[config.mk]
export PLATFORM = sky130hd
export DESIGN_NAME = usb_host_endpoint_buffer_ctrl
export DESIGN_NICKNAME = d
export VERILOG_FILES = /design/src/hdl/usb_host_ep_pkg.sv /design/src/hdl/usb_host_endpoint_buffer_ctrl.sv
export VERILOG_INCLUDE_DIRS = /design/src /design/src/hdl
export SDC_FILE = /design/constraint.sdc
export NUM_CORES = 1
export LEC_CHECK = 0
export ABC_CLOCK_PERIOD_IN_PS = 2800
export BUFFER_PORTS_ARGS = -buffer_cell sky130_fd_sc_hd__buf_2
export CAP_MARGIN = 15
export CORE_MARGIN = 5
export CORE_UTILIZATION = 54
export CTS_BUF_LIST = sky130_fd_sc_hd__clkbuf_16
export DETAILED_ROUTE_END_ITERATION = 10
export PLACE_DENSITY = 0.81
export REMOVE_ABC_BUFFERS = 1
export SLEW_MARGIN = 20
export SYNTH_ARGS = -nofsm -noshare
export SYNTH_HDL_FRONTEND = slang
export SYNTH_SLANG_ARGS = --single-unit
[constraint.sdc]
create_clock -name hclk -period 2.8 [get_ports hclk]
set_input_delay 0.56 -clock hclk [delete_from_list [all_inputs] [get_ports hclk]]
set_output_delay 0.56 -clock hclk [all_outputs]
set_load 0.02 [all_outputs]
[src/hdl/usb_host_ep_defines.svh]
// Offsets, field positions, reset values and sizes of the host endpoints
`ifndef USB_HOST_EP_DEFINES_SVH
`define USB_HOST_EP_DEFINES_SVH

// ****************************************
// Register byte offsets
// ****************************************
`define OFS_EP_MODE 12'h000
`define OFS_RX_BASE 12'h004
`define OFS_TX_BASE 12'h008
`define OFS_AUX_SETUP 12'h00c
`define OFS_TOKEN 12'h010
`define OFS_RX_CTRL 12'h014
`define OFS_TX_LEN 12'h018
`define OFS_TX_CTRL 12'h01c
`define OFS_RX_LEN 12'h020

// ****************************************
// Field positions
// ****************************************
`define BIT_TX_EN 6
`define BIT_TX_DUAL 4
`define BIT_RX_EN 3
`define BIT_RX_DUAL 0
`define BIT_PRE_EN 7
`define BIT_SOF_EN 6
`define BIT_RX_TOG 7
`define BIT_RX_AUTO 4
`define BIT_RX_NOHS 2
`define BIT_TX_TOG 6
`define BIT_TX_AUTO 4
`define BIT_TX_NOHS 0

// ****************************************
// Write masks, sizes and reset values
// ****************************************
`define MASK_EP_MODE 8'h59
`define MASK_AUX 8'hc0
`define MASK_RX_CTRL 8'h94
`define MASK_TX_CTRL 8'h51
`define ADDR_VALID_MASK 16'h7fff
`define BUF_BYTES 15'h0040
`define RESET_BYTE 8'h00
`define RESET_BASE 16'h0000

`endif

[src/hdl/usb_host_ep_pkg.sv]
// Types shared by the host endpoint block
package usb_host_ep_pkg;
    typedef enum logic [1:0] {
        DPID_DATA0,
        DPID_DATA1
    } data_pid_t;

    typedef enum logic [1:0] {
        HS_ACK,
        HS_NONE
    } handshake_t;

    typedef enum logic [1:0] {
        AHB_IDLE = 2'b00,
        AHB_BUSY = 2'b01,
        AHB_NONSEQ = 2'b10,
        AHB_SEQ = 2'b11
    } htrans_t;
endpackage

[src/hdl/usb_host_endpoint_buffer_ctrl.sv]
// AHB-Lite register block and buffer steering for the USB host endpoints
//
// The register addresses and the AHB-Lite interface to the registers are this design's own decisions.
`timescale 1ns/1ps
`include "usb_host_ep_defines.svh"

module usb_host_endpoint_buffer_ctrl #(
    parameter int ADDR_W = 12
) (
    input wire logic hclk,
    input wire logic hresetn,
    input wire logic hsel,
    input wire logic [ADDR_W-1:0] haddr,
    input wire usb_host_ep_pkg::htrans_t htrans,
    input wire logic hwrite,
    input wire logic [2:0] hsize,
    input wire logic [31:0] hwdata,
    input wire logic hready,
    output logic [31:0] hrdata,
    output logic hreadyout,
    output logic hresp,
    // Engine side: transaction progress from the serial engine
    input wire logic rx_data_ok,
    input wire logic [7:0] rx_count,
    input wire logic tx_data_ok,
    input wire logic rx_byte_valid,
    input wire logic [5:0] rx_byte_index,
    input wire logic tx_byte_req,
    input wire logic [5:0] tx_byte_index,
    // Buffer memory strobe and address outputs
    output logic rx_mem_we,
    output logic [14:0] rx_mem_addr,
    output logic tx_mem_re,
    output logic [14:0] tx_mem_addr,
    // Protocol settings toward the engine
    output logic [3:0] token_pid_field,
    output logic [3:0] target_endpoint_field,
    output logic lowspeed_preamble_enable,
    output logic auto_frame_start_enable,
    output logic [7:0] tx_byte_count,
    output usb_host_ep_pkg::data_pid_t rx_expected_pid,
    output usb_host_ep_pkg::data_pid_t tx_data_pid,
    output usb_host_ep_pkg::handshake_t rx_handshake,
    output usb_host_ep_pkg::handshake_t tx_expected_handshake,
    output logic rx_endpoint_enable,
    output logic tx_endpoint_enable
);
    import usb_host_ep_pkg::*;

    // ****************************************
    // Helpers
    // ****************************************
    function automatic logic [14:0] buf_addr(input logic [15:0] base,
                                             input logic dual,
                                             input logic tog,
                                             input logic [5:0] idx);
        logic [14:0] b;
        b = base[14:0];
        if (dual && tog) begin
            b = b + `BUF_BYTES;
        end
        buf_addr = b + {9'h000, idx};
    endfunction

    function automatic logic [7:0] merge(input logic [7:0] old,
                                         input logic [7:0] wr,
                                         input logic [7:0] mask);
        merge = (old & ~mask) | (wr & mask);
    endfunction

    // ****************************************
    // Registers
    // ****************************************
    logic [7:0] ep_mode_r;
    logic [15:0] rx_base_r;
    logic [15:0] tx_base_r;
    logic [7:0] aux_r;
    logic [7:0] token_r;
    logic [7:0] rx_ctrl_r;
    logic [7:0] tx_len_r;
    logic [7:0] tx_ctrl_r;
    logic [7:0] rx_len_r;
    logic wr_pend_r;
    logic [ADDR_W-1:0] wr_addr_r;

    // ****************************************
    // Bus decode
    // ****************************************
    wire logic addr_phase = hsel && hready && htrans[1];
    wire logic wr_now = wr_pend_r;
    wire logic [ADDR_W-1:0] ra = haddr;
    wire logic [7:0] wb = hwdata[7:0];
    wire logic wr_mode = wr_now && wr_addr_r == `OFS_EP_MODE;
    wire logic wr_rxb = wr_now && wr_addr_r == `OFS_RX_BASE;
    wire logic wr_txb = wr_now && wr_addr_r == `OFS_TX_BASE;
    wire logic wr_aux = wr_now && wr_addr_r == `OFS_AUX_SETUP;
    wire logic wr_tok = wr_now && wr_addr_r == `OFS_TOKEN;
    wire logic wr_rxc = wr_now && wr_addr_r == `OFS_RX_CTRL;
    wire logic wr_txl = wr_now && wr_addr_r == `OFS_TX_LEN;
    wire logic wr_txc = wr_now && wr_addr_r == `OFS_TX_CTRL;

    wire logic rx_en = ep_mode_r[`BIT_RX_EN];
    wire logic tx_en = ep_mode_r[`BIT_TX_EN];
    wire logic rx_tog = rx_ctrl_r[`BIT_RX_TOG];
    wire logic tx_tog = tx_ctrl_r[`BIT_TX_TOG];
    // Flips only when the engine reports success and the endpoint is live
    wire logic rx_flip = rx_data_ok && rx_en && rx_ctrl_r[`BIT_RX_AUTO];
    wire logic tx_flip = tx_data_ok && tx_en && tx_ctrl_r[`BIT_TX_AUTO];

    // Hardware flip is applied after a same-cycle software write
    wire logic [7:0] rx_ctrl_w = wr_rxc ? merge(rx_ctrl_r, wb, `MASK_RX_CTRL)
                                        : rx_ctrl_r;
    wire logic [7:0] tx_ctrl_w = wr_txc ? merge(tx_ctrl_r, wb, `MASK_TX_CTRL)
                                        : tx_ctrl_r;
    wire logic [7:0] rx_ctrl_nxt = rx_ctrl_w ^ {rx_flip, 7'h00};
    wire logic [7:0] tx_ctrl_nxt = tx_ctrl_w ^ {1'b0, tx_flip, 6'h00};

    always_ff @(posedge hclk or negedge hresetn) begin
        if (!hresetn) begin
            wr_pend_r <= 1'b0;
            wr_addr_r <= '0;
        end else if (hready) begin
            wr_pend_r <= addr_phase && hwrite;
            wr_addr_r <= haddr;
        end
    end

    always_ff @(posedge hclk or negedge hresetn) begin
        if (!hresetn) begin
            ep_mode_r <= `RESET_BYTE;
            rx_base_r <= `RESET_BASE;
            tx_base_r <= `RESET_BASE;
            aux_r <= `RESET_BYTE;
            token_r <= `RESET_BYTE;
            rx_ctrl_r <= `RESET_BYTE;
            tx_len_r <= `RESET_BYTE;
            tx_ctrl_r <= `RESET_BYTE;
            rx_len_r <= `RESET_BYTE;
        end else begin
            if (wr_mode) begin
                ep_mode_r <= merge(ep_mode_r, wb, `MASK_EP_MODE);
            end
            if (wr_rxb) begin
                rx_base_r <= hwdata[15:0];
            end
            if (wr_txb) begin
                tx_base_r <= hwdata[15:0];
            end
            if (wr_aux) begin
                aux_r <= merge(aux_r, wb, `MASK_AUX);
            end
            if (wr_tok) begin
                token_r <= wb;
            end
            if (wr_txl) begin
                tx_len_r <= wb;
            end
            if (rx_data_ok && rx_en) begin
                rx_len_r <= rx_count;
            end
            rx_ctrl_r <= rx_ctrl_nxt;
            tx_ctrl_r <= tx_ctrl_nxt;
        end
    end

    // ****************************************
    // Read path
    // ****************************************
    logic [31:0] rdata_nxt;
    always_comb begin
        rdata_nxt = 32'h0000_0000;
        case (ra)
            `OFS_EP_MODE: rdata_nxt = {24'h000000, ep_mode_r};
            `OFS_RX_BASE: rdata_nxt = {16'h0000, rx_base_r};
            `OFS_TX_BASE: rdata_nxt = {16'h0000, tx_base_r};
            `OFS_AUX_SETUP: rdata_nxt = {24'h000000, aux_r};
            `OFS_TOKEN: rdata_nxt = {24'h000000, token_r};
            `OFS_RX_CTRL: rdata_nxt = {24'h000000, rx_ctrl_r};
            `OFS_TX_LEN: rdata_nxt = {24'h000000, tx_len_r};
            `OFS_TX_CTRL: rdata_nxt = {24'h000000, tx_ctrl_r};
            `OFS_RX_LEN: rdata_nxt = {24'h000000, rx_len_r};
            default: rdata_nxt = 32'h0000_0000;
        endcase
    end

    always_ff @(posedge hclk or negedge hresetn) begin
        if (!hresetn) begin
            hrdata <= 32'h0000_0000;
        end else if (addr_phase && !hwrite) begin
            hrdata <= rdata_nxt;
        end
    end

    // Zero wait states; unmapped addresses still answer OKAY
    assign hreadyout = 1'b1;
    assign hresp = 1'b0;

    // ****************************************
    // Buffer steering
    // ****************************************
    wire logic [14:0] rx_addr_c = buf_addr(rx_base_r & `ADDR_VALID_MASK,
        ep_mode_r[`BIT_RX_DUAL], rx_tog,
        rx_byte_index);
    wire logic [14:0] tx_addr_c = buf_addr(tx_base_r & `ADDR_VALID_MASK,
        ep_mode_r[`BIT_TX_DUAL], tx_tog, tx_byte_index);

    always_ff @(posedge hclk or negedge hresetn) begin
        if (!hresetn) begin
            rx_mem_we <= 1'b0;
            rx_mem_addr <= 15'h0000;
            tx_mem_re <= 1'b0;
            tx_mem_addr <= 15'h0000;
        end else begin
            rx_mem_we <= rx_byte_valid && rx_en;
            rx_mem_addr <= rx_en ? rx_addr_c : 15'h0000;
            tx_mem_re <= tx_byte_req && tx_en
                && {2'b00, tx_byte_index} < tx_len_r;
            tx_mem_addr <= tx_en ? tx_addr_c : 15'h0000;
        end
    end

    // ****************************************
    // Protocol settings
    // ****************************************
    assign token_pid_field = token_r[7:4];
    assign target_endpoint_field = token_r[3:0];
    assign lowspeed_preamble_enable = aux_r[`BIT_PRE_EN];
    assign auto_frame_start_enable = aux_r[`BIT_SOF_EN];
    assign tx_byte_count = tx_len_r;
    assign rx_expected_pid = rx_tog ? DPID_DATA1 : DPID_DATA0;
    assign tx_data_pid = tx_tog ? DPID_DATA1 : DPID_DATA0;
    assign rx_handshake = rx_ctrl_r[`BIT_RX_NOHS] ? HS_NONE : HS_ACK;
    assign tx_expected_handshake =
        tx_ctrl_r[`BIT_TX_NOHS] ? HS_NONE : HS_ACK;
    assign rx_endpoint_enable = rx_en;
    assign tx_endpoint_enable = tx_en;

    // ****************************************
    // Checks
    // ****************************************
    a_rx_no_access: assert property (@(posedge hclk) disable iff (!hresetn)
        !$past(rx_en) |-> !rx_mem_we)
        else $error("receive buffer written while endpoint disabled");
    a_rx_dual_sel: assert property (@(posedge hclk) disable iff (!hresetn)
        $past(rx_en && ep_mode_r[0] && rx_tog) && $past(rx_byte_index) == 0
        |-> rx_mem_addr == $past(rx_base_r[14:0]) + 15'h0040)
        else $error("dual receive buffer select wrong");
    a_rx_single: assert property (@(posedge hclk) disable iff (!hresetn)
        $past(rx_en && !ep_mode_r[0]) |->
        rx_mem_addr == $past(rx_base_r[14:0]) + {9'h000, $past(rx_byte_index)})
        else $error("single receive address wrong");
    a_tx_dual_sel: assert property (@(posedge hclk) disable iff (!hresetn)
        $past(tx_en && ep_mode_r[4] && !tx_tog) |->
        tx_mem_addr == $past(tx_base_r[14:0]) + {9'h000, $past(tx_byte_index)})
        else $error("first transmit buffer select wrong");
    a_rx_auto_flip: assert property (@(posedge hclk) disable iff (!hresetn)
        rx_flip && !wr_rxc |=> rx_tog != $past(rx_tog))
        else $error("receive toggle did not flip");
    a_rx_hold: assert property (@(posedge hclk) disable iff (!hresetn)
        !rx_flip && !wr_rxc |=> $stable(rx_tog))
        else $error("receive toggle changed unprompted");
    a_tx_auto_flip: assert property (@(posedge hclk) disable iff (!hresetn)
        tx_flip && !wr_txc |=> tx_tog != $past(tx_tog))
        else $error("transmit toggle did not flip");
    a_tx_len_cap: assert property (@(posedge hclk) disable iff (!hresetn)
        tx_mem_re |-> {2'b00, $past(tx_byte_index)} < $past(tx_len_r))
        else $error("transmit fetch beyond length");
    a_reserved_zero: assert property (@(posedge hclk) disable iff (!hresetn)
        (ep_mode_r & ~8'h59) == 0 && (rx_ctrl_r & ~8'h94) == 0
        && (tx_ctrl_r & ~8'h51) == 0 && aux_r[5:0] == 0)
        else $error("reserved bit set");
    a_rx_len_rec: assert property (@(posedge hclk) disable iff (!hresetn)
        rx_data_ok && rx_en |=> rx_len_r == $past(rx_count))
        else $error("receive count not recorded");
endmodule

==> out/qor.csv, run 1 <==
metric,value,unit
synth_edf_count,0,
synth.avg_cell_area,11.1,sq um
grt_pass1_wl,27700,microns
hold_violations,0,
min_path_type,primary input to asynchronous set/reset pin,
startpoint,tx_base_r[0]$_DFFE_PN0P_,
antenna_found_initial,1,
total_power,4.32,mW
cap_violations,0,
coreArea,12500,sq um
post_cts_resized,0,
slew_headroom,55.3,%
hpwl,13000,microns
yosys_warnings,0,
end_kind,register,
postRouteAntennaNets,0,
yosysUniqueCellTypes,71,
grt_pass1_vias,5488,
gp_congestion,0.878,
r2r_end,tx_mem_addr[8]$_DFF_PN0_,
max-clock-path-buffers,2,
synth_common_cells,"129 x dfrtp_1, 73 x mux2_2, 38 x nand2_1",
initial_core_util,54.6,%
clkSinkCount,129,
rows,41,
vias,5303,
yosysMostFrequentCell,dfrtp_1,
p_leak,3.95,nW
cts_tree,done,
grt_max_degree,48,
netlist_top_cells_area,"dfrtp_1 47%, mux2_2 12%, ha_1 3.5%",
drv_slew,0,
required,3.11,ns
fin_skew,0.0102,ns
combPwrFrac,7.8,%
fmax,414,MHz
clockPowerShare,46.4,%
cts.hold.buffers_added,0,
gr-usage-all-layers,24.0,%
port_buffers,129,
switching_power,0.994,mW
intPower,3.32,mW
area_growth,18.0,%
fin_crit_sh,86.2,%
die_area,15000,sq um
p_per_area,535,nW/um^2
start_kind,register,
reg2reg_depth,8,
worstPathMaxFanout,3,
netlist.area_leader.share,47.3,%
seqPwrFrac,45.8,%
io_pins,172,
drt-pass1-iter-count,5,
cts_setup_buffers,0,
detail_route.wl_per_cell,18.8,microns
antenna_cells,0,
drt_iter0_drc,529,
synth_area,6830,sq um
layout-drive-gt1-share,33.7,%
worstSkewPairLatency,0.42,ns
status,"complete, no violations",
layout_min_cycle_time,2.41,ns
syn_inst,615,
htreeDepth,4,
fin_nets,838,
clk_pin_slew,0.05,ns
rsz0062_at_grt,false,
die_w,122,microns
peakVddDrop,0.386,mV
root_buffer,clkbuf_16,
finalSetupViolCount,0,
drcViolationCount,0,
grt_overflow,0,
reg2reg_from,tx_base_r[0]$_DFFE_PN0P_,
max_slew.worst_pin.slew,0.671,ns
arrival,2.72,ns
regToRegSetupSlack,0.39,ns
worstSetupPathType,register to register,
cts_buffers,17,
crit_end,tx_mem_addr[8]$_DFF_PN0_,
viasPerCell,5.75,
synth-seq-area-share,47.3,%
post-synth-top-area-cell,dfrtp_1,
synthFlopType,dfrtp_1,
setup_tns,0,ns
swShare,23.0,%
die_y,122,microns
synthArstFlopShare,100,%
totalWireLength,17300,microns
yosys_register_bits,129,
## power groups by stage
stage	logic [mW]	registers, mW	clock network [mW]
2_1_floorplan	0.144	2.02	0
3_3_place_gp	0.322	2.00	0
3_5_place_dp	0.334	2.01	0
4_1_cts	0.336	1.97	2.03
5_1_grt	0.369	1.98	2.12
6_report	0.335	1.98	2.00
## metal layers
metal | global-route usage, % | routed length, microns | vias to the layer above | share of wire, %
met5 | 0 | 7 | - | 0.040
met4 | 10.5 | 512 | 2 | 3.0
met3 | 6.18 | 1410 | 53 | 8.1
met2 | 39.7 | 8600 | 239 | 50
met1 | 29.7 | 6810 | 2598 | 39
li1 | - | - | 2411 | -
## per-stage QoR
step / instance area [sq um] / cells / utilization (%) / hold WS [ns] / setup slack, ns
floorplan: 6580 / 582 / - / 0.264 / 0.387
global placement: 7530 / 892 / 60.1 / 0.462 / 0.186
detailed placement: 7530 / 892 / 60.1 / 0.471 / 0.118
CTS: 8060 / 922 / 64.4 / 0.173 / 0.407
global route: 8060 / 922 / 64.4 / 0.210 / 0.257
finish: 8060 / 922 / 64.4 / 0.163 / 0.387
## worst min path at each step
stage	from	to	depth (start not counted)
2_1_floorplan	hresetn	aux_r[6]$_DFFE_PN0P_	0
3_3_place_gp	hrdata[15]$_DFFE_PN0P_	hrdata[15]$_DFFE_PN0P_	2
3_5_place_dp	hrdata[13]$_DFFE_PN0P_	hrdata[13]$_DFFE_PN0P_	2
4_1_cts	hresetn	tx_base_r[10]$_DFFE_PN0P_	1
5_1_grt	hresetn	tx_base_r[10]$_DFFE_PN0P_	1
6_report	hresetn	tx_mem_addr[14]$_DFF_PN0_	1
## final cells by class
class,instances,area (sq um)
timing repair buffer,138,728
clock inverter,13,109
inverter,13,53.8
multi-input combinational,440,3300
clock buffer,17,425
sequential,129,3230
fill,1042,4460
tap,172,215
## cells in the final DEF, fill, tap and decap left out, drive strengths merged, types with 10 or more instances in the layout
cell type and n:
and3 10, nand3 14, a21oi 11, nor2 28
buf 138, clkbuf 17, a22oi 12, dfrtp 129
xnor2 18, conb 22, ha 19, nand2 39
nor3 11, xor2 14, o21ai 47, and2 22
inv 17, mux2 75
## critical path, cell delays in order (launching register included)
cell and delay, ns:
dfrtp_1 0.40, ha_1 0.23, fa_1 0.44, a211oi_1 0.31, o21ai_0 0.23, nand2_1 0.23, o21ai_0 0.15, xor2_1 0.16
and2_1 0.16
## cell families after synthesis
| group | count (synthesis) | share of synthesized area, % |
|---|---|---|
| buf+inv | 66 | 5.51 |
| fa+ha+maj | 21 | 4.07 |
| flops | 129 | 47.3 |
| simple gates | 166 | 13.4 |
| mux | 86 | 14.4 |
| xor+xnor | 32 | 4.10 |
| compound gates | 113 | 11.2 |
| other cells | 2 | 0.110 |
## flip-flops by register name, summed over array words and instances, names as in the netlist, 2 cells and up
signal,cells
rx_len_r,8
tx_base_r,16
hrdata,16
tx_byte_count,8
token_r,8
ep_mode_r,4
rx_ctrl_r,3
rx_base_r,16
aux_r,2
rx_mem_addr,15
wr_addr_r,12
tx_mem_addr,15
tx_ctrl_r,3
Note: power is estimated with default switching activity, not from simulation.
==> inputs of run 2 (changes only) <==
--- a/config.mk
+++ b/config.mk
@@ -14,2 +14,3 @@
 export CTS_BUF_LIST = sky130_fd_sc_hd__clkbuf_16
+export CTS_CLUSTER_DIAMETER = 50
 export DETAILED_ROUTE_END_ITERATION = 10
==> constraint.sdc (replaced) <==
create_clock -name hclk -period 2.8 [get_ports hclk]
set_input_delay 0.14 -clock hclk [delete_from_list [all_inputs] [get_ports hclk]]
set_output_delay 0.14 -clock hclk [all_outputs]
set_load 0.02 [all_outputs]
==> run 2 against run 1 <==
First-iteration DRC count decreased by 22%. Die area unchanged. Clock skew decreased by 0.0015 ns. Global-route usage increased by 0.068 points. Clock-buffer cell count unchanged. Cell count increased by 2.8%. Clock power increased by 3%. Combinational power increased by 7.5%. Critical path depth unchanged. Worst setup slack got worse by 0.066 ns. Final area increased by 3.4%. Wire length decreased by 0.46%. Largest cell class unchanged.
==> out/qor.csv, run 2 (synthesized netlist as in run 1, its figures left out) <==
metric,value,unit
grt_pass1_vias,5567,
fin_skew,0.00866,ns
vias,5366,
layout_min_cycle_time,2.48,ns
max_slew.worst_pin.slew,0.648,ns
grt_max_degree,78,
placed_area,7500,sq um
worstSetupPathType,register to register,
required,3.10,ns
cts_buffers,17,
slew_headroom,56.8,%
port_buffers,129,
area_growth,22.0,%
rows,41,
arrival,2.78,ns
peakVddDrop,0.355,mV
gp_congestion,0.872,
start_kind,register,
layout-drive-gt1-share,32.9,%
drt_iter0_drc,415,
hold_depth,3,
p_leak,4.04,nW
max-clock-path-buffers,2,
totalWireLength,17300,microns
worstPathMaxFanout,6,
initial_core_util,54.6,%
die_w,122,microns
htreeDepth,4,
min_path_type,primary input to register,
cts_setup_buffers,0,
viasPerCell,5.66,
fin_crit_sh,88.5,%
hpwl,12400,microns
root_buffer,clkbuf_16,
status,"complete, no violations",
antenna_found_initial,1,
fin_area,8330,sq um
p_per_area,528,nW/um^2
reg2reg_depth,8,
gr-usage-all-layers,24.0,%
clkSinkCount,129,
io_pins,172,
cap_violations,0,
preCtsSetupSlack,0.336,ns
worstSkewPairLatency,0.42,ns
clk_pin_slew,0.05,ns
drcViolationCount,0,
drt-pass1-iter-count,5,
grt_pass1_wl,27700,microns
crit_end,rx_mem_addr[14]$_DFF_PN0_,
die_area,15000,sq um
setup_ws,0.321,ns
reg_top3,"hrdata x16, rx_base_r x16, tx_base_r x16",
postRouteAntennaNets,0,
reg2reg_from,rx_base_r[0]$_DFFE_PN0P_,
rsz0062_at_grt,false,
detail_route.wl_per_cell,18.2,microns
setup_tns,0,ns
final_common_cell,dfrtp_1,
grt_overflow,0,
final_cell_mix,"129 x dfrtp_1, 128 x buf_2, 73 x mux2_2",
finalSetupViolCount,0,
drv_slew,0,
fin_nets,862,
regToRegSetupSlack,0.32,ns
startpoint,rx_base_r[0]$_DFFE_PN0P_,
end_kind,register,
total_power,4.40,mW
cts_tree,done,
r2r_end,rx_mem_addr[14]$_DFF_PN0_,
hold_violations,0,
coreArea,12500,sq um
fmax,403,MHz
die_y,122,microns
antenna_cells,0,
==> run 2: layout make-up <==
| type | count | area [sq um] |
|---|---|---|
| Clock inverter | 15 | 129 |
| Inverter | 13 | 53.8 |
| Fill cell | 969 | 4180 |
| Multi-Input combinational cell | 440 | 3310 |
| Clock buffer | 17 | 425 |
| Sequential cell | 129 | 3230 |
| Timing Repair Buffer | 162 | 976 |
| Tap cell | 172 | 215 |
==> run 2: worst min path at each step <==
stage          slack [ns]                            to       start
2_1_floorplan       -0.16          aux_r[6]$_DFFE_PN0P_     hresetn
3_3_place_gp         0.03      tx_mem_addr[9]$_DFF_PN0_     hresetn
3_5_place_dp         0.03      tx_mem_addr[9]$_DFF_PN0_     hresetn
4_1_cts             0.009            wr_now$_DFFE_PN0P_        hsel
5_1_grt              0.02        rx_ctrl_r[7]$_DFF_PN0_  rx_data_ok
6_report             0.03  tx_byte_count[5]$_DFFE_PN0P_   hwdata[5]
==> run 2: worst max-delay path: stages, from the launching register on <==
cell and delay, ns:
dfrtp_1 0.39, ha_1 0.23, fa_1 0.46, a211oi_1 0.30, nor2_1 0.14, o221ai_2 0.31
inv_1 0.11, a31o_2 0.26, and3_1 0.16
==> run 2: routing by layer <==
metal	GRT usage [%]	up-vias	share of wire [%]
met4	9.10	2	2.3
li1	-	2476	-
met2	40.5	245	50
met1	29.6	2608	40
met3	6.45	35	7.8
met5	0	-	0.041
==> run 2: through the flow <==
stage          cells  hold slack (ns)  util (%)
2_1_floorplan    582           -0.156         -
3_3_place_gp     889           0.0281      59.9
3_5_place_dp     889           0.0345      59.9
4_1_cts          948          0.00912      66.5
5_1_grt          948           0.0215      66.6
6_report         948           0.0273      66.6
==> run 2: timing repair <==
action                                  4_1_cts  5_1_grt
gates resized for setup                       0        1
hold endpoints to repair                    128        0
endpoints found under the setup margin        0        2
hold buffers                                 27        0
==> run 2: report_power, final <==
| part | switching, mW | leakage (nW) | internal [mW] |
|---|---|---|---|
| clock network | 0.786 | 0.273 | 1.28 |
| registers | 0.0484 | 1.68 | 1.93 |
| logic | 0.208 | 2.08 | 0.152 |
| total | 1.04 | 4.04 | 3.36 |
